===== src/rtl/dnac_pkg.sv =====
// Package for the dual nibble converter control block
package dnac_pkg;
   localparam logic [11:0] ADDR_RESULT_ENABLE = 12'h020;
   localparam logic [11:0] ADDR_STATUS = 12'h024;
   localparam logic [7:0] ENABLE_RESET = 8'h00;
   localparam int ENABLE_BIT_CH0 = 0;
   localparam int ENABLE_BIT_CH1 = 1;
   localparam int NIBBLE_W = 4;
   localparam int RESULT_LO = 0;
   localparam int RESULT_HI = 4;
   localparam logic [1:0] RESP_OKAY = 2'b00;
   localparam logic [1:0] RESP_SLVERR = 2'b10;
   localparam int CLK_HZ = 250_000_000;
   // Sample rate in millihertz, 488.3 Hz as printed
   localparam int SAMPLE_RATE_MHZ = 488_300;
   localparam longint SAMPLE_CYCLES = (longint'(CLK_HZ) * 1000) / SAMPLE_RATE_MHZ;
   localparam int TICK_W = 20;

   typedef struct packed {
      logic [NIBBLE_W-1:0] ch1;
      logic [NIBBLE_W-1:0] ch0;
   } dnac_result_s;

   typedef enum logic {DNAC_RD_IDLE, DNAC_RD_RESP} dnac_rd_e;
   typedef enum logic [1:0] {DNAC_WR_IDLE, DNAC_WR_RESP} dnac_wr_e;
endpackage : dnac_pkg


===== src/rtl/dnac_top.sv =====
// Dual nibble converter control with AXI4-Lite register slave
//
// Our own choice: the AXI4-Lite interface to the registers.
module dnac_top
   import dnac_pkg::*;
#(
   parameter int unsigned SAMPLE_PERIOD = int'(SAMPLE_CYCLES)
) (
   input wire logic clk_sys_i,
   input wire logic arst_n_i,
   input wire logic [11:0] s_axi_awaddr_i,
   input wire logic s_axi_awvalid_i,
   output logic s_axi_awready_o,
   input wire logic [31:0] s_axi_wdata_i,
   input wire logic [3:0] s_axi_wstrb_i,
   input wire logic s_axi_wvalid_i,
   output logic s_axi_wready_o,
   output logic [1:0] s_axi_bresp_o,
   output logic s_axi_bvalid_o,
   input wire logic s_axi_bready_i,
   input wire logic [11:0] s_axi_araddr_i,
   input wire logic s_axi_arvalid_i,
   output logic s_axi_arready_o,
   output logic [31:0] s_axi_rdata_o,
   output logic [1:0] s_axi_rresp_o,
   output logic s_axi_rvalid_o,
   input wire logic s_axi_rready_i,
   input wire logic [NIBBLE_W-1:0] conv_data_ch0_i,
   input wire logic [NIBBLE_W-1:0] conv_data_ch1_i,
   output logic [1:0] adc_route_o,
   output logic [1:0] sample_strobe_o
);

   function automatic logic [1:0] decode(input logic [11:0] a);
      decode = {a == ADDR_STATUS, a == ADDR_RESULT_ENABLE};
   endfunction : decode

   // Three-stage synchronisers for the asynchronous converter codes
   logic [7:0] sync1_r, sync2_r, sync3_r;
   always_ff @(posedge clk_sys_i or negedge arst_n_i) begin
      if (!arst_n_i) begin
         sync1_r <= 8'h00;
         sync2_r <= 8'h00;
         sync3_r <= 8'h00;
      end else begin
         sync1_r <= {conv_data_ch1_i, conv_data_ch0_i};
         sync2_r <= sync1_r;
         sync3_r <= sync2_r;
      end
   end

   // State
   logic [1:0] enable_r, enable_nxt;
   dnac_result_s result_r, result_nxt;
   logic [TICK_W-1:0] tick_r, tick_nxt;
   logic [1:0] strobe_r, strobe_nxt;
   logic [7:0] stable_r, stable_nxt;
   logic aw_got_r, aw_got_nxt, w_got_r, w_got_nxt;
   logic [11:0] awaddr_r, awaddr_nxt;
   logic [31:0] wdata_r, wdata_nxt;
   logic [3:0] wstrb_r, wstrb_nxt;
   logic bvalid_r, bvalid_nxt;
   logic [1:0] bresp_r, bresp_nxt;
   logic rvalid_r, rvalid_nxt;
   logic [31:0] rdata_r, rdata_nxt;
   logic [1:0] rresp_r, rresp_nxt;
   // Readies are flops too, so every bus output leaves a register
   logic awready_r, awready_nxt, wready_r, wready_nxt, arready_r, arready_nxt;
   logic wr_fire;
   logic [1:0] wr_sel, rd_sel;

   always_comb begin
      // Sample timebase; samples only while enabled
      tick_nxt = tick_r + TICK_W'(1);
      strobe_nxt = 2'b00;
      if (tick_r >= TICK_W'(SAMPLE_PERIOD - 1)) begin
         tick_nxt = '0;
         strobe_nxt = enable_r;
      end
      // Only agreed codes (stages two and three) are taken
      stable_nxt = (sync2_r == sync3_r) ? sync3_r : stable_r;
      result_nxt = result_r;
      if (strobe_r[ENABLE_BIT_CH0]) begin
         result_nxt.ch0 = stable_r[NIBBLE_W-1:0];
      end
      if (strobe_r[ENABLE_BIT_CH1]) begin
         result_nxt.ch1 = stable_r[2*NIBBLE_W-1:NIBBLE_W];
      end
   end

   always_comb begin
      aw_got_nxt = aw_got_r;
      w_got_nxt = w_got_r;
      awaddr_nxt = awaddr_r;
      wdata_nxt = wdata_r;
      wstrb_nxt = wstrb_r;
      bvalid_nxt = bvalid_r;
      bresp_nxt = bresp_r;
      enable_nxt = enable_r;
      if (s_axi_awvalid_i && !aw_got_r && !bvalid_r) begin
         aw_got_nxt = 1'b1;
         awaddr_nxt = s_axi_awaddr_i;
      end
      if (s_axi_wvalid_i && !w_got_r && !bvalid_r) begin
         w_got_nxt = 1'b1;
         wdata_nxt = s_axi_wdata_i;
         wstrb_nxt = s_axi_wstrb_i;
      end
      wr_fire = aw_got_r && w_got_r && !bvalid_r;
      wr_sel = decode(awaddr_r);
      if (wr_fire) begin
         aw_got_nxt = 1'b0;
         w_got_nxt = 1'b0;
         bvalid_nxt = 1'b1;
         bresp_nxt = (wr_sel != 2'b00) ? RESP_OKAY : RESP_SLVERR;
         // Write reaches enables only; results untouched
         if (wr_sel[0] && wstrb_r[0]) begin
            enable_nxt = wdata_r[1:0];
         end
      end
      if (bvalid_r && s_axi_bready_i) begin
         bvalid_nxt = 1'b0;
      end
      // Next readies follow the next held and pending state
      awready_nxt = !aw_got_nxt && !bvalid_nxt;
      wready_nxt = !w_got_nxt && !bvalid_nxt;
   end

   always_comb begin
      rvalid_nxt = rvalid_r;
      rdata_nxt = rdata_r;
      rresp_nxt = rresp_r;
      rd_sel = decode(s_axi_araddr_i);
      if (s_axi_arvalid_i && !rvalid_r) begin
         rvalid_nxt = 1'b1;
         rresp_nxt = (rd_sel != 2'b00) ? RESP_OKAY : RESP_SLVERR;
         rdata_nxt = '0;
         if (rd_sel[0]) begin
            rdata_nxt[7:0] = result_r;
         end
         if (rd_sel[1]) begin
            rdata_nxt[1:0] = enable_r;
         end
      end else if (rvalid_r && s_axi_rready_i) begin
         rvalid_nxt = 1'b0;
      end
      arready_nxt = !rvalid_nxt;
   end

   always_ff @(posedge clk_sys_i or negedge arst_n_i) begin
      if (!arst_n_i) begin
         enable_r <= ENABLE_RESET[1:0];
         result_r <= '0;
         tick_r <= '0;
         strobe_r <= 2'b00;
         stable_r <= 8'h00;
         aw_got_r <= 1'b0;
         w_got_r <= 1'b0;
         awaddr_r <= '0;
         wdata_r <= '0;
         wstrb_r <= '0;
         bvalid_r <= 1'b0;
         bresp_r <= RESP_OKAY;
         rvalid_r <= 1'b0;
         rdata_r <= '0;
         rresp_r <= RESP_OKAY;
         awready_r <= 1'b1;
         wready_r <= 1'b1;
         arready_r <= 1'b1;
      end else begin
         enable_r <= enable_nxt;
         result_r <= result_nxt;
         tick_r <= tick_nxt;
         strobe_r <= strobe_nxt;
         stable_r <= stable_nxt;
         aw_got_r <= aw_got_nxt;
         w_got_r <= w_got_nxt;
         awaddr_r <= awaddr_nxt;
         wdata_r <= wdata_nxt;
         wstrb_r <= wstrb_nxt;
         bvalid_r <= bvalid_nxt;
         bresp_r <= bresp_nxt;
         rvalid_r <= rvalid_nxt;
         rdata_r <= rdata_nxt;
         rresp_r <= rresp_nxt;
         awready_r <= awready_nxt;
         wready_r <= wready_nxt;
         arready_r <= arready_nxt;
      end
   end

   // Ready flags are registers: low while a beat is held
   assign s_axi_awready_o = awready_r;
   assign s_axi_wready_o = wready_r;
   assign s_axi_arready_o = arready_r;
   assign s_axi_bvalid_o = bvalid_r;
   assign s_axi_bresp_o = bresp_r;
   assign s_axi_rvalid_o = rvalid_r;
   assign s_axi_rdata_o = rdata_r;
   assign s_axi_rresp_o = rresp_r;
   assign adc_route_o = enable_r;
   assign sample_strobe_o = strobe_r;

   property p_reset_off;
      @(posedge clk_sys_i) $rose(arst_n_i) |-> enable_r == 2'b00;
   endproperty
   a_reset_off: assert property (p_reset_off) else $error("enables not clear after reset");

   property p_strobe_enabled;
      @(posedge clk_sys_i) disable iff (!arst_n_i) (strobe_r & ~$past(enable_r)) == 2'b00;
   endproperty
   a_strobe_enabled: assert property (p_strobe_enabled) else $error("sample on disabled channel");

   property p_hold_ch0;
      @(posedge clk_sys_i) disable iff (!arst_n_i) !strobe_r[0] |=> $stable(result_r.ch0);
   endproperty
   a_hold_ch0: assert property (p_hold_ch0) else $error("channel 0 result moved without sample");

   property p_hold_ch1;
      @(posedge clk_sys_i) disable iff (!arst_n_i) !strobe_r[1] |=> $stable(result_r.ch1);
   endproperty
   a_hold_ch1: assert property (p_hold_ch1) else $error("channel 1 result moved without sample");

   property p_load_ch0;
      @(posedge clk_sys_i) disable iff (!arst_n_i) strobe_r[0] |=> result_r.ch0 == $past(stable_r[3:0]);
   endproperty
   a_load_ch0: assert property (p_load_ch0) else $error("channel 0 result not loaded");

   property p_write_en;
      @(posedge clk_sys_i) disable iff (!arst_n_i)
         (wr_fire && awaddr_r == ADDR_RESULT_ENABLE && wstrb_r[0]) |=> enable_r == $past(wdata_r[1:0]);
   endproperty
   a_write_en: assert property (p_write_en) else $error("enable write lost");

   property p_write_no_result;
      @(posedge clk_sys_i) disable iff (!arst_n_i) (wr_fire && strobe_r == 2'b00) |=> $stable(result_r);
   endproperty
   a_write_no_result: assert property (p_write_no_result) else $error("write disturbed results");

   property p_read_pack;
      @(posedge clk_sys_i) disable iff (!arst_n_i)
         (s_axi_arvalid_i && !rvalid_r && s_axi_araddr_i == ADDR_RESULT_ENABLE)
         |=> rvalid_r && rdata_r == {24'h000000, $past(result_r)};
   endproperty
   a_read_pack: assert property (p_read_pack) else $error("read data not packed results");

   // Routing only moves on an accepted enable write with lane 0 on
   property p_route_hold;
      @(posedge clk_sys_i) disable iff (!arst_n_i)
         !(wr_fire && wr_sel[0] && wstrb_r[0]) |=> $stable(adc_route_o);
   endproperty
   a_route_hold: assert property (p_route_hold) else $error("route moved without enable write");

   property p_load_ch1;
      @(posedge clk_sys_i) disable iff (!arst_n_i) strobe_r[1] |=> result_r.ch1 == $past(stable_r[7:4]);
   endproperty
   a_load_ch1: assert property (p_load_ch1) else $error("channel 1 result not loaded");

   // Timebase never runs past one sample period
   property p_tick_bound;
      @(posedge clk_sys_i) disable iff (!arst_n_i) tick_r < TICK_W'(SAMPLE_PERIOD);
   endproperty
   a_tick_bound: assert property (p_tick_bound) else $error("sample timebase overran");

   // Every wrap samples exactly the channels enabled then
   property p_strobe_due;
      @(posedge clk_sys_i) disable iff (!arst_n_i) tick_r == TICK_W'(SAMPLE_PERIOD - 1) |=> strobe_r == $past(enable_r);
   endproperty
   a_strobe_due: assert property (p_strobe_due) else $error("sample missing at period end");

   property p_strobe_single;
      @(posedge clk_sys_i) disable iff (!arst_n_i) strobe_r != 2'b00 |=> strobe_r == 2'b00;
   endproperty
   a_strobe_single: assert property (p_strobe_single) else $error("sample strobe longer than one cycle");

   // Unmapped reads answer with an error and no data
   property p_rd_unmapped;
      @(posedge clk_sys_i) disable iff (!arst_n_i)
         (s_axi_arvalid_i && s_axi_arready_o && decode(s_axi_araddr_i) == 2'b00)
         |=> s_axi_rvalid_o && s_axi_rresp_o == RESP_SLVERR && s_axi_rdata_o == 32'h00000000;
   endproperty
   a_rd_unmapped: assert property (p_rd_unmapped) else $error("unmapped read not refused");

   property p_wr_resp;
      @(posedge clk_sys_i) disable iff (!arst_n_i)
         wr_fire |=> s_axi_bvalid_o && s_axi_bresp_o == (($past(wr_sel) == 2'b00) ? RESP_SLVERR : RESP_OKAY);
   endproperty
   a_wr_resp: assert property (p_wr_resp) else $error("write response wrong");

   property p_ready_block;
      @(posedge clk_sys_i) disable iff (!arst_n_i) s_axi_bvalid_o |-> !s_axi_awready_o && !s_axi_wready_o;
   endproperty
   a_ready_block: assert property (p_ready_block) else $error("write accepted while response pending");

   property p_reset_route;
      @(posedge clk_sys_i) $rose(arst_n_i) |-> adc_route_o == ENABLE_RESET[1:0] && sample_strobe_o == 2'b00;
   endproperty
   a_reset_route: assert property (p_reset_route) else $error("pins not plain I/O after reset");

   c_write: cover property (@(posedge clk_sys_i) disable iff (!arst_n_i) wr_fire && wr_sel[0]);
   c_hold: cover property (@(posedge clk_sys_i) disable iff (!arst_n_i) !enable_r[0] && result_r.ch0 != '0);
   c_read: cover property (@(posedge clk_sys_i) disable iff (!arst_n_i) s_axi_rvalid_o && s_axi_rready_i);
   c_sample: cover property (@(posedge clk_sys_i) disable iff (!arst_n_i) strobe_r == 2'b11);
endmodule : dnac_top


===== config.mk =====
export PLATFORM = sky130hd
export DESIGN_NAME = dnac_top
export DESIGN_NICKNAME = d
export VERILOG_FILES = /design/src/rtl/dnac_pkg.sv /design/src/rtl/dnac_top.sv
export SDC_FILE = /design/constraint.sdc
export NUM_CORES = 1
export LEC_CHECK = 0
export BUFFER_PORTS_ARGS = -buffer_cell sky130_fd_sc_hd__buf_2
export CORE_UTILIZATION = 35
export CTS_BUF_LIST = sky130_fd_sc_hd__clkbuf_4 sky130_fd_sc_hd__clkbuf_8
export CTS_CLUSTER_SIZE = 28
export DETAILED_ROUTE_END_ITERATION = 10
export MAX_ROUTING_LAYER = met4
export PLACE_DENSITY = 0.69
export SLEW_MARGIN = 20
export SYNTH_ARGS = -nofsm -noshare
export SYNTH_HDL_FRONTEND = slang
export SYNTH_SLANG_ARGS = --single-unit

===== constraint.sdc =====
create_clock -name clk_sys_i -period 1.55 [get_ports clk_sys_i]
set_input_delay 0.31 -clock clk_sys_i [delete_from_list [all_inputs] [get_ports clk_sys_i]]
set_output_delay 0.31 -clock clk_sys_i [all_outputs]
set_load 0.005 [all_outputs]

Word level (Yosys, flattened, before mapping)
Cells that the tools add are included.
Word-level totals
  register bits: 98
  input port bits: 75
  output and inout bits: 45
  word-level logic and storage cells: 66
Operators by class
  add/sub/neg operators: 1
  magnitude comparators: 1
  equal/unequal tests: 5
  mux-type cells: 14
  reductions and logical operators: 23
Operators by type and width (count)
  equality test 12 x 6 -> 1 bit (second input constant): 4
  adder 20 x 1 -> 20 bit (second input constant): 1
  greater-or-equal comparator 20 x 19 -> 1 bit (second input constant): 1
  two-way mux 20 bit: 1
  logical AND 1 bit: 12
  equality test 8 bit: 1
  zero test 1 bit: 8
  two-way mux 1 bit: 8
  two-way mux 2 bit: 4
  two-way mux 8 bit: 1
  nonzero test 2 bit: 2
  AND reduction 2 bit: 1

Longest topological paths before layout
Gate-level depths: netlist (run 1).
  word-level depth: 7
  mapped depth: 6
  mapped depth without buffers: 5

Worst setup path before layout (run 1)
No wires, ideal clock.
  kind: register -> register
  start point: register bvalid_r, in the netlist s_axi_bvalid_o
  end point: register awaddr_r[10]
  setup time: 0.125 ns
  data arrival time: 1.488 ns
  data required time: 1.425 ns
  setup slack: -0.063 ns
  stages on the path, launching flop included: 4
  path buffers: 1
  period minus slack after synthesis: 1.613 ns
  cell sequence: dfrtp_1 > nor3b_1 > buf_2 > mux2_2
On the way
  cells in the longest elaborated chain, start to end: 2
Ends and longest elaborated chain
  start: declaration: RTL line dnac_top.sv:62  | logic bvalid_r, bvalid_nxt;
  start signal: assignment: RTL line dnac_top.sv:181  | bvalid_r <= bvalid_nxt;
  zero test 1 bit: RTL line dnac_top.sv:100  | if (s_axi_awvalid_i && !aw_got_r && !bvalid_r) begin
  logical AND 1 bit: RTL line dnac_top.sv:100
  end signal: assignment: RTL line dnac_top.sv:178  | awaddr_r <= awaddr_nxt;
  end: declaration: RTL line dnac_top.sv:59  | logic [11:0] awaddr_r, awaddr_nxt;
No other way between the ends.
A chain may end at the register's enable or synchronous reset.

Worst setup path after layout (run 1)
  start point: register tick_r[0]
  end point: register tick_r[14]
On the way
  cells in the longest elaborated chain, start to end: 2
  elaborated cells on any way between the ends: 3
  those cells by class: 1 x add/sub; 1 x order compare; 1 x mux
Ends and longest elaborated chain
  start: declaration: RTL line dnac_top.sv:55  | logic [TICK_W-1:0] tick_r, tick_nxt;
  start signal: assignment: RTL line dnac_top.sv:173  | tick_r <= tick_nxt;
  adder 20 x 1 -> 20 bit / greater-or-equal comparator 20 x 19 -> 1 bit (equally long branches): RTL line dnac_top.sv:74, dnac_top.sv:76
  two-way mux 20 bit *: RTL line dnac_top.sv:76  | if (tick_r >= TICK_W'(SAMPLE_PERIOD - 1)) begin
  via tick_nxt[14]: RTL line dnac_top.sv:55
Mark *: on every way through the listed nets, which the timed path passes. The rest lies on a longest branch.

==> out/summary.json, run 1 <==
{
  "instances_no_fill": {"value": 536},
  "antenna-diode-count": {"value": 0},
  "synth_top_area_cell": {"value": "sky130_fd_sc_hd__dfrtp_1"},
  "synth.ff_latch_count": {"value": 96},
  "min_delay_path_depth": {"value": 1},
  "hp-start": {"value": "conv_data_ch0_i[2]"},
  "routed_wire_length_per_instance": {"value": 13.25, "unit": "um"},
  "synthDominantCellAreaShare": {"value": 60.00, "unit": "%"},
  "worstHoldPathType": {"value": "in2reg"},
  "postLayoutSetupSlackWorst": {"value": -0.09352, "unit": "ns"},
  "drt.antenna.violating_nets": {"value": 0},
  "synthTopCellsByArea": {"value": "sky130_fd_sc_hd__dfrtp_1 60%, sky130_fd_sc_hd__mux2_2 9.6%, sky130_fd_sc_hd__buf_4 5.0%"},
  "synthFlopType": {"value": "sky130_fd_sc_hd__dfrtp_1"},
  "yosysUniqueCellTypes": {"value": 41},
  "highest_count_cells_in_the_layout_ignoring_fill_and_taps": {"value": "93 x sky130_fd_sc_hd__dfrtp_1, 59 x sky130_fd_sc_hd__buf_2, 31 x sky130_fd_sc_hd__mux2_2, 27 x sky130_fd_sc_hd__conb_1, 19 x sky130_fd_sc_hd__buf_4"},
  "core_area": {"value": 0.01084, "unit": "mm2"},
  "max_cap_viol_count": {"value": 0},
  "dpl.cell_count": {"value": 511},
  "grt_remaining_overflow": {"value": 0},
  "ir_drop": {"value": 0.0007158, "unit": "V"},
  "wl": {"value": 7100, "unit": "um"},
  "detailed_place.area": {"value": 0.004399, "unit": "mm2"},
  "timing_hold_violations_final": {"value": 0},
  "port_buffers": {"value": 60},
  "rsz0062_at_grt": {"value": "true"},
  "timing.critical_path.required": {"value": 1.80, "unit": "ns"},
  "cp_max_fo": {"value": 5},
  "pwr_density_cell": {"value": 1176, "unit": "mW/mm2"},
  "detailed_place_hpwl": {"value": 4787, "unit": "um"},
  "finalInstanceArea": {"value": 0.004866, "unit": "mm2"},
  "timing.final.setup_violations": {"value": 23},
  "nets": {"value": 467},
  "finalCoreUtilization": {"value": 44.89, "unit": "%"},
  "drt_first_iter_violations": {"value": 78},
  "power_leakage": {"value": 0.002254, "unit": "uW"},
  "syn_avg_cell_area": {"value": 12.93, "unit": "um2"},
  "grt_max_degree": {"value": 35},
  "grt_first_pass_wirelength": {"value": 11330, "unit": "um"},
  "gpl.final_weighted_congestion": {"value": 0.7353},
  "clkSlewWorstSetupHoldPaths": {"value": 0.09, "unit": "ns"},
  "layout.cells.most_common": {"value": "sky130_fd_sc_hd__dfrtp_1"},
  "end_kind": {"value": "flop"},
  "regToRegSetupSlack": {"value": -0.09, "unit": "ns"},
  "clock_tree.buffer_depth": {"value": 2},
  "worst_r2r_path_depth": {"value": 6},
  "setup.worst_path.class": {"value": "reg2reg"},
  "cell_area_after_technology_mapping": {"value": 0.003879, "unit": "mm2"},
  "drive_above_1_share": {"value": 44.19, "unit": "%"},
  "num_rows": {"value": 38},
  "firstDrtPassIters": {"value": 6},
  "clock.fmax": {"value": 0.6085, "unit": "GHz"},
  "final.min_clock_period": {"value": 1.644, "unit": "ns"},
  "ioPinCount": {"value": 120},
  "post-layout-total-power": {"value": 5723, "unit": "uW"},
  "synth_edf_count": {"value": 0},
  "yosys_warnings": {"value": 0},
  "grt_antenna_before_repair": {"value": 0},
  "vias": {"value": 2453},
  "r2r-end": {"value": "tick_r[14]$_DFF_PN0_"},
  "ys_seq_area_share": {"value": 62.03, "unit": "%"},
  "htreeDepth": {"value": 3},
  "clk_latency": {"value": 0.36, "unit": "ns"},
  "final_min_period_over_clock_period": {"value": 106.0, "unit": "%"},
  "via_count_of_the_first_global_routing_pass": {"value": 2460},
  "areaGrowthSynthToFinish": {"value": 25.45, "unit": "%"},
  "skew": {"value": 0.003242, "unit": "ns"},
  "hold_ws": {"value": 0.05175, "unit": "ns"},
  "die-height": {"value": 107.3, "unit": "um"},
  "hold_path_end": {"value": "sync1_r[2]$_DFF_PN0_"},
  "vias_per_cell": {"value": 4.576},
  "tritoncts_clock_tree": {"value": "done"},
  "initial_utilization": {"value": 35.78, "unit": "%"},
  "timing_max_transition_violations_final": {"value": 0},
  "cp-start-kind": {"value": "flop"},
  "tritoncts_num_sinks": {"value": 96},
  "cts_inserted_buffers": {"value": 9},
  "failed_checks": {"value": "negative setup slack"},
  "design.die.area": {"value": 0.01151, "unit": "mm2"},
  "share_of_async_settable_or_async_resettable_flops_after_synthesis": {"value": 100.0, "unit": "%"},
  "master_cell_of_the_clock_root_buffer": {"value": "sky130_fd_sc_hd__clkbuf_8"},
  "critical_path_arrival": {"value": 1.90, "unit": "ns"},
  "worstReg2RegStart": {"value": "tick_r[0]$_DFF_PN0_"},
  "synth_cells": {"value": 300},
  "global_route.usage.total": {"value": 13.35, "unit": "%"},
  "die_width": {"value": 107.3, "unit": "um"},
  "drc": {"value": 0},
  "status": {"value": "finished with violations"}
}
[stage by stage]
step,worst slack (ns),TNS [ns]
floorplan,0.04195,0
global placement,-0.1469,-0.2929
detailed placement,-0.1488,-0.4342
CTS,-0.07373,-0.1548
global route,-0.1610,-3.121
finish,-0.09352,-1.451
[repair_timing]
| item | 4_1_cts | 5_1_grt |
|---|---|---|
| hold buffers | 1 | 0 |
| gates resized for setup | 8 | 37 |
| setup buffers | 4 | 1 |
| hold endpoints to repair | 29 | 0 |
| pin swaps | 6 | 15 |
| gates cloned | 0 | 3 |
| setup endpoints to repair | 27 | 38 |
[area by class of cell]
class	instances	area [um2]
Fill cell	1003	5974
Multi-Input combinational cell	189	1488
Sequential cell	96	2406
Tap cell	140	175.2
Clock inverter	6	51.30
Timing Repair Buffer	86	580.6
Clock buffer	10	131.4
Inverter	9	33.78
[where the power goes]
group | switching [uW] | internal, uW | total, uW | leakage, uW
clock network | 892 | 630 | 1520 | 0.0000970
logic | 433 | 591 | 1020 | 0.000944
registers | 279 | 2900 | 3180 | 0.00121
total | 1600 | 4120 | 5720 | 0.00225
[Yosys cell counts (all sizes together), types with 7 or more instances]
library cell	instances
xor2	12
nand3	10
xnor2	7
mux2	33
buf	32
nand2	10
nor2	17
inv	9
dfrtp	93
o21ai	9
nor3	7
a21oi	8
[logic make-up (layout without fill, tap and decap cells)]
logic type / after synthesis / in the layout / synth area share, %
AO/OA/AOI/OAI: 29 / 29 / 4.968
XOR/XNOR: 19 / 19 / 4.290
adder cells (fa/ha/maj): 1 / 1 / 0.3225
buffers and inverters: 41 / 111 / 6.677
flip-flops: 96 / 96 / 62.03
multiplexers: 35 / 35 / 10.10
other: 1 / 27 / 0.09668
AND/OR/NAND/NOR: 78 / 78 / 11.52
[worst max-delay path, stage by stage, from the launching register on]
cell and delay, ns:
sky130_fd_sc_hd__dfrtp_1 0.37, sky130_fd_sc_hd__ha_2 0.22, sky130_fd_sc_hd__o21ai_2 0.06, sky130_fd_sc_hd__a211o_1 0.31
sky130_fd_sc_hd__a21oi_4 0.31, sky130_fd_sc_hd__clkbuf_16 0.23, sky130_fd_sc_hd__nor2_2 0.04
[metal layers]
| layer | share of wire, % | global-route usage, % | vias to the layer above | routed length, um |
|---|---|---|---|---|
| met4 | 1.4 | 5.871 | 0 | 102 |
| met2 | 50 | 21.61 | 77 | 3547 |
| met3 | 4.9 | 4.177 | 6 | 345 |
| met1 | 44 | 15.28 | 1201 | 3104 |
| met5 | 0 | - | - | 0 |
| li1 | - | - | 1169 | - |
[how the worst max path moves through the flow]
stage,slack (ns),from,to,cells past startpoint
floorplan,0.04,awaddr_r[1]$_DFFE_PN0P_,adc_route_o[0]$_DFFE_PN0P_,4
global placement,-0.15,awaddr_r[1]$_DFFE_PN0P_,adc_route_o[1]$_DFFE_PN0P_,5
detailed placement,-0.15,awaddr_r[1]$_DFFE_PN0P_,adc_route_o[0]$_DFFE_PN0P_,5
CTS,-0.07,awaddr_r[1]$_DFFE_PN0P_,adc_route_o[1]$_DFFE_PN0P_,5
global route,-0.16,tick_r[0]$_DFF_PN0_,tick_r[14]$_DFF_PN0_,6
finish,-0.09,tick_r[0]$_DFF_PN0_,tick_r[14]$_DFF_PN0_,6
[state kept, by name, summed over array words and instances (netlist names), 2 cells and up]
register	count
adc_route_o	2
sync3_r	8
awaddr_r	12
sync2_r	8
result_r	8
tick_r	20
s_axi_rdata_o	8
wdata_r	2
sync1_r	8
sample_strobe_o	2
stable_r	8
(Power assumes the default switching activity.)
==> inputs of run 2 (changes only) <==
RECOVER_POWER = 50   (was default)
==> out/summary.json, run 2 (synthesized netlist as in run 1, its figures left out) <==
{
  "status": {"value": "finished with violations"},
  "failed_checks": {"value": "negative setup slack"},
  "clock_tree.buffer_depth": {"value": 2, "change": "unchanged"},
  "vias": {"value": 2455, "change": "+0.082%"},
  "global_route.usage.total": {"value": 13.35, "unit": "%", "change": "unchanged"},
  "gpl.final_weighted_congestion": {"value": 0.7353, "change": "unchanged"},
  "rsz0062_at_grt": {"value": "true"},
  "skew": {"value": 0.003104, "unit": "ns", "change": "-0.0001378 ns"},
  "detailed_place_hpwl": {"value": 4787, "unit": "um", "change": "unchanged"},
  "ir_drop": {"value": 0.0007109, "unit": "V", "change": "-0.68%"},
  "antenna-diode-count": {"value": 0, "change": "unchanged"},
  "areaGrowthSynthToFinish": {"value": 24.87, "unit": "%"},
  "internal_power": {"value": 4111, "unit": "uW", "change": "-0.19%"},
  "drc": {"value": 0, "change": "unchanged"},
  "firstDrtPassIters": {"value": 6, "change": "unchanged"},
  "hold_path_end": {"value": "sync1_r[2]$_DFF_PN0_"},
  "clock.fmax": {"value": 0.6106, "unit": "GHz", "change": "+0.35%"},
  "switching_share": {"value": 28.00, "unit": "%", "change": "-0.036 points"},
  "port_buffers": {"value": 60, "change": "unchanged"},
  "die-height": {"value": 107.3, "unit": "um", "change": "unchanged"},
  "timing_hold_violations_final": {"value": 0, "change": "unchanged"},
  "grt_remaining_overflow": {"value": 0, "change": "unchanged"},
  "timing_max_transition_violations_final": {"value": 0, "change": "unchanged"},
  "die_width": {"value": 107.3, "unit": "um", "change": "unchanged"},
  "tritoncts_clock_tree": {"value": "done"},
  "final_min_period_over_clock_period": {"value": 105.7, "unit": "%", "change": "-0.37 points"},
  "ioPinCount": {"value": 120, "change": "unchanged"},
  "timing.critical_path.required": {"value": 1.80, "unit": "ns", "change": "about the same"},
  "power_leakage": {"value": 0.002246, "unit": "uW", "change": "-0.37%"},
  "min_delay_path_depth": {"value": 1, "change": "unchanged"},
  "setup.worst_path.class": {"value": "reg2reg"},
  "largest_register_ff_count": {"value": 20, "change": "unchanged"},
  "worst_r2r_path_depth": {"value": 6, "change": "unchanged"},
  "cp_max_fo": {"value": 5, "change": "unchanged"},
  "highest_count_cells_in_the_layout_ignoring_fill_and_taps": {"value": "93 x sky130_fd_sc_hd__dfrtp_1, 59 x sky130_fd_sc_hd__buf_2, 31 x sky130_fd_sc_hd__mux2_2, 27 x sky130_fd_sc_hd__conb_1, 17 x sky130_fd_sc_hd__buf_4"},
  "postLayoutSetupSlackWorst": {"value": -0.08780, "unit": "ns", "change": "+0.005714 ns"},
  "tritoncts_num_sinks": {"value": 96, "change": "unchanged"},
  "r2r-end": {"value": "tick_r[14]$_DFF_PN0_"},
  "final.min_clock_period": {"value": 1.638, "unit": "ns", "change": "-0.005715 ns"},
  "cp-start-kind": {"value": "flop"},
  "worstReg2RegStart": {"value": "tick_r[0]$_DFF_PN0_"},
  "share_clk_of_total_power": {"value": 26.7, "unit": "%", "change": "about the same"},
  "slew-limit-headroom": {"value": 45.22, "unit": "%"},
  "hold_ws": {"value": 0.05172, "unit": "ns", "change": "-0.00003310 ns"},
  "biggestRegsByFlops": {"value": "tick_r x20, awaddr_r x12"},
  "grt_antenna_before_repair": {"value": 0, "change": "unchanged"},
  "worstHoldPathType": {"value": "in2reg"},
  "clk_latency": {"value": 0.36, "unit": "ns", "change": "about the same"},
  "end_kind": {"value": "flop"},
  "clkSlewWorstSetupHoldPaths": {"value": 0.09, "unit": "ns", "change": "about the same"},
  "drt_first_iter_violations": {"value": 79, "change": "+1.3%"},
  "vias_per_cell": {"value": 4.580, "change": "about the same"},
  "core_area": {"value": 0.01084, "unit": "mm2", "change": "unchanged"},
  "max_cap_viol_count": {"value": 0, "change": "unchanged"},
  "drt.antenna.violating_nets": {"value": 0, "change": "unchanged"},
  "routed_wire_length_per_instance": {"value": 13.23, "unit": "um", "change": "-0.14%"},
  "combPwrFrac": {"value": 17.8, "unit": "%", "change": "about the same"},
  "regToRegSetupSlack": {"value": -0.09, "unit": "ns", "change": "about the same"},
  "grt_first_pass_wirelength": {"value": 11330, "unit": "um", "change": "unchanged"},
  "hp-start": {"value": "conv_data_ch0_i[2]"},
  "timing.final.setup_violations": {"value": 23, "change": "unchanged"},
  "worst-slew-pin-transition": {"value": 0.8217, "unit": "ns"},
  "seqPwrFrac": {"value": 55.6, "unit": "%", "change": "about the same"},
  "total_net_switching_power": {"value": 1599, "unit": "uW", "change": "-0.37%"},
  "finalCoreUtilization": {"value": 44.68, "unit": "%", "change": "-0.21 points"},
  "preCtsSetupSlack": {"value": -0.1488, "unit": "ns", "change": "unchanged"},
  "grt_max_degree": {"value": 35, "change": "unchanged"},
  "largest-register": {"value": "tick_r"},
  "num_rows": {"value": 38, "change": "unchanged"},
  "drive_above_1_share": {"value": 43.94, "unit": "%", "change": "-0.25 points"},
  "htreeDepth": {"value": 3, "change": "unchanged"},
  "pwr_density_cell": {"value": 1179, "unit": "mW/mm2", "change": "+0.22%"},
  "layout.cells.most_common": {"value": "sky130_fd_sc_hd__dfrtp_1"},
  "design.die.area": {"value": 0.01151, "unit": "mm2", "change": "unchanged"},
  "critical_path_arrival": {"value": 1.89, "unit": "ns", "change": "about the same"},
  "master_cell_of_the_clock_root_buffer": {"value": "sky130_fd_sc_hd__clkbuf_8"},
  "via_count_of_the_first_global_routing_pass": {"value": 2460, "change": "unchanged"},
  "post-layout-total-power": {"value": 5709, "unit": "uW", "change": "-0.24%"},
  "wl": {"value": 7090, "unit": "um", "change": "-0.14%"},
  "cts_inserted_buffers": {"value": 9, "change": "unchanged"},
  "nets": {"value": 467, "change": "unchanged"},
  "initial_utilization": {"value": 35.78, "unit": "%", "change": "unchanged"}
}
==> run 2: how the worst max path moves through the flow <==
stage | startpoint | endpoint | depth (start not counted)
final | tick_r[0]$_DFF_PN0_ | tick_r[14]$_DFF_PN0_ | 6
after global routing | tick_r[0]$_DFF_PN0_ | tick_r[14]$_DFF_PN0_ | 6
after CTS | awaddr_r[1]$_DFFE_PN0P_ | adc_route_o[1]$_DFFE_PN0P_ | 5
after global placement | awaddr_r[1]$_DFFE_PN0P_ | adc_route_o[1]$_DFFE_PN0P_ | 5
after floorplan | awaddr_r[1]$_DFFE_PN0P_ | adc_route_o[0]$_DFFE_PN0P_ | 4
after detailed placement | awaddr_r[1]$_DFFE_PN0P_ | adc_route_o[0]$_DFFE_PN0P_ | 5
==> run 2: cell type report <==
| type | count | area [um2] |
|---|---|---|
| clock inverters | 6 | 51.30 |
| flip-flops and latches | 96 | 2406 |
| repair buffers | 86 | 563.0 |
| well taps | 140 | 175.2 |
| multi-input cells | 189 | 1483 |
| inverters | 9 | 33.78 |
| fillers | 1006 | 5997 |
| clock buffers | 10 | 131.4 |
==> run 2: layer usage <==
layer,up-vias,global-route usage [%],share of wire (%)
met3,6,4.177,5.0
met1,1201,15.28,43
met5,-,-,0
met2,79,21.61,50
li1,1169,-,-
met4,0,5.871,1.4
==> run 2: power by group through the flow <==
| stage | Combinational (uW) | Clock (uW) | Sequential [uW] |
|---|---|---|---|
| floorplan | 622 | 0 | 3110 |
| global placement | 865 | 0 | 3150 |
| detailed placement | 893 | 0 | 3180 |
| CTS | 933 | 1580 | 3150 |
| global route | 1130 | 1700 | 3230 |
| finish | 1020 | 1520 | 3170 |
==> run 2: through the flow <==
stage / area, um2 / TNS, ns / instances
after floorplan: 3981 / 0 / 326
after global routing: 4843 / -6.150 / 536
after detailed placement: 4399 / -0.4342 / 511
final: 4843 / -1.327 / 536
after CTS: 4652 / -0.1548 / 532
after global placement: 4399 / -0.2929 / 511
==> run 2: timing repair <==
action	in CTS	in global routing
gates resized for setup	8	37
cloned	0	3
pin swaps	6	15
hold buffers	1	0
endpoints found under the hold margin	29	0
buffers inserted	4	1
endpoints found under the setup margin	27	38
==> run 2: worst max-delay path, cell delays in order (launching register included) <==
cell and delay [ns]:
sky130_fd_sc_hd__dfrtp_1 0.36, sky130_fd_sc_hd__ha_2 0.21, sky130_fd_sc_hd__o21ai_2 0.06, sky130_fd_sc_hd__a211o_1 0.31
sky130_fd_sc_hd__a21oi_4 0.31, sky130_fd_sc_hd__clkbuf_16 0.23, sky130_fd_sc_hd__nor2_2 0.04
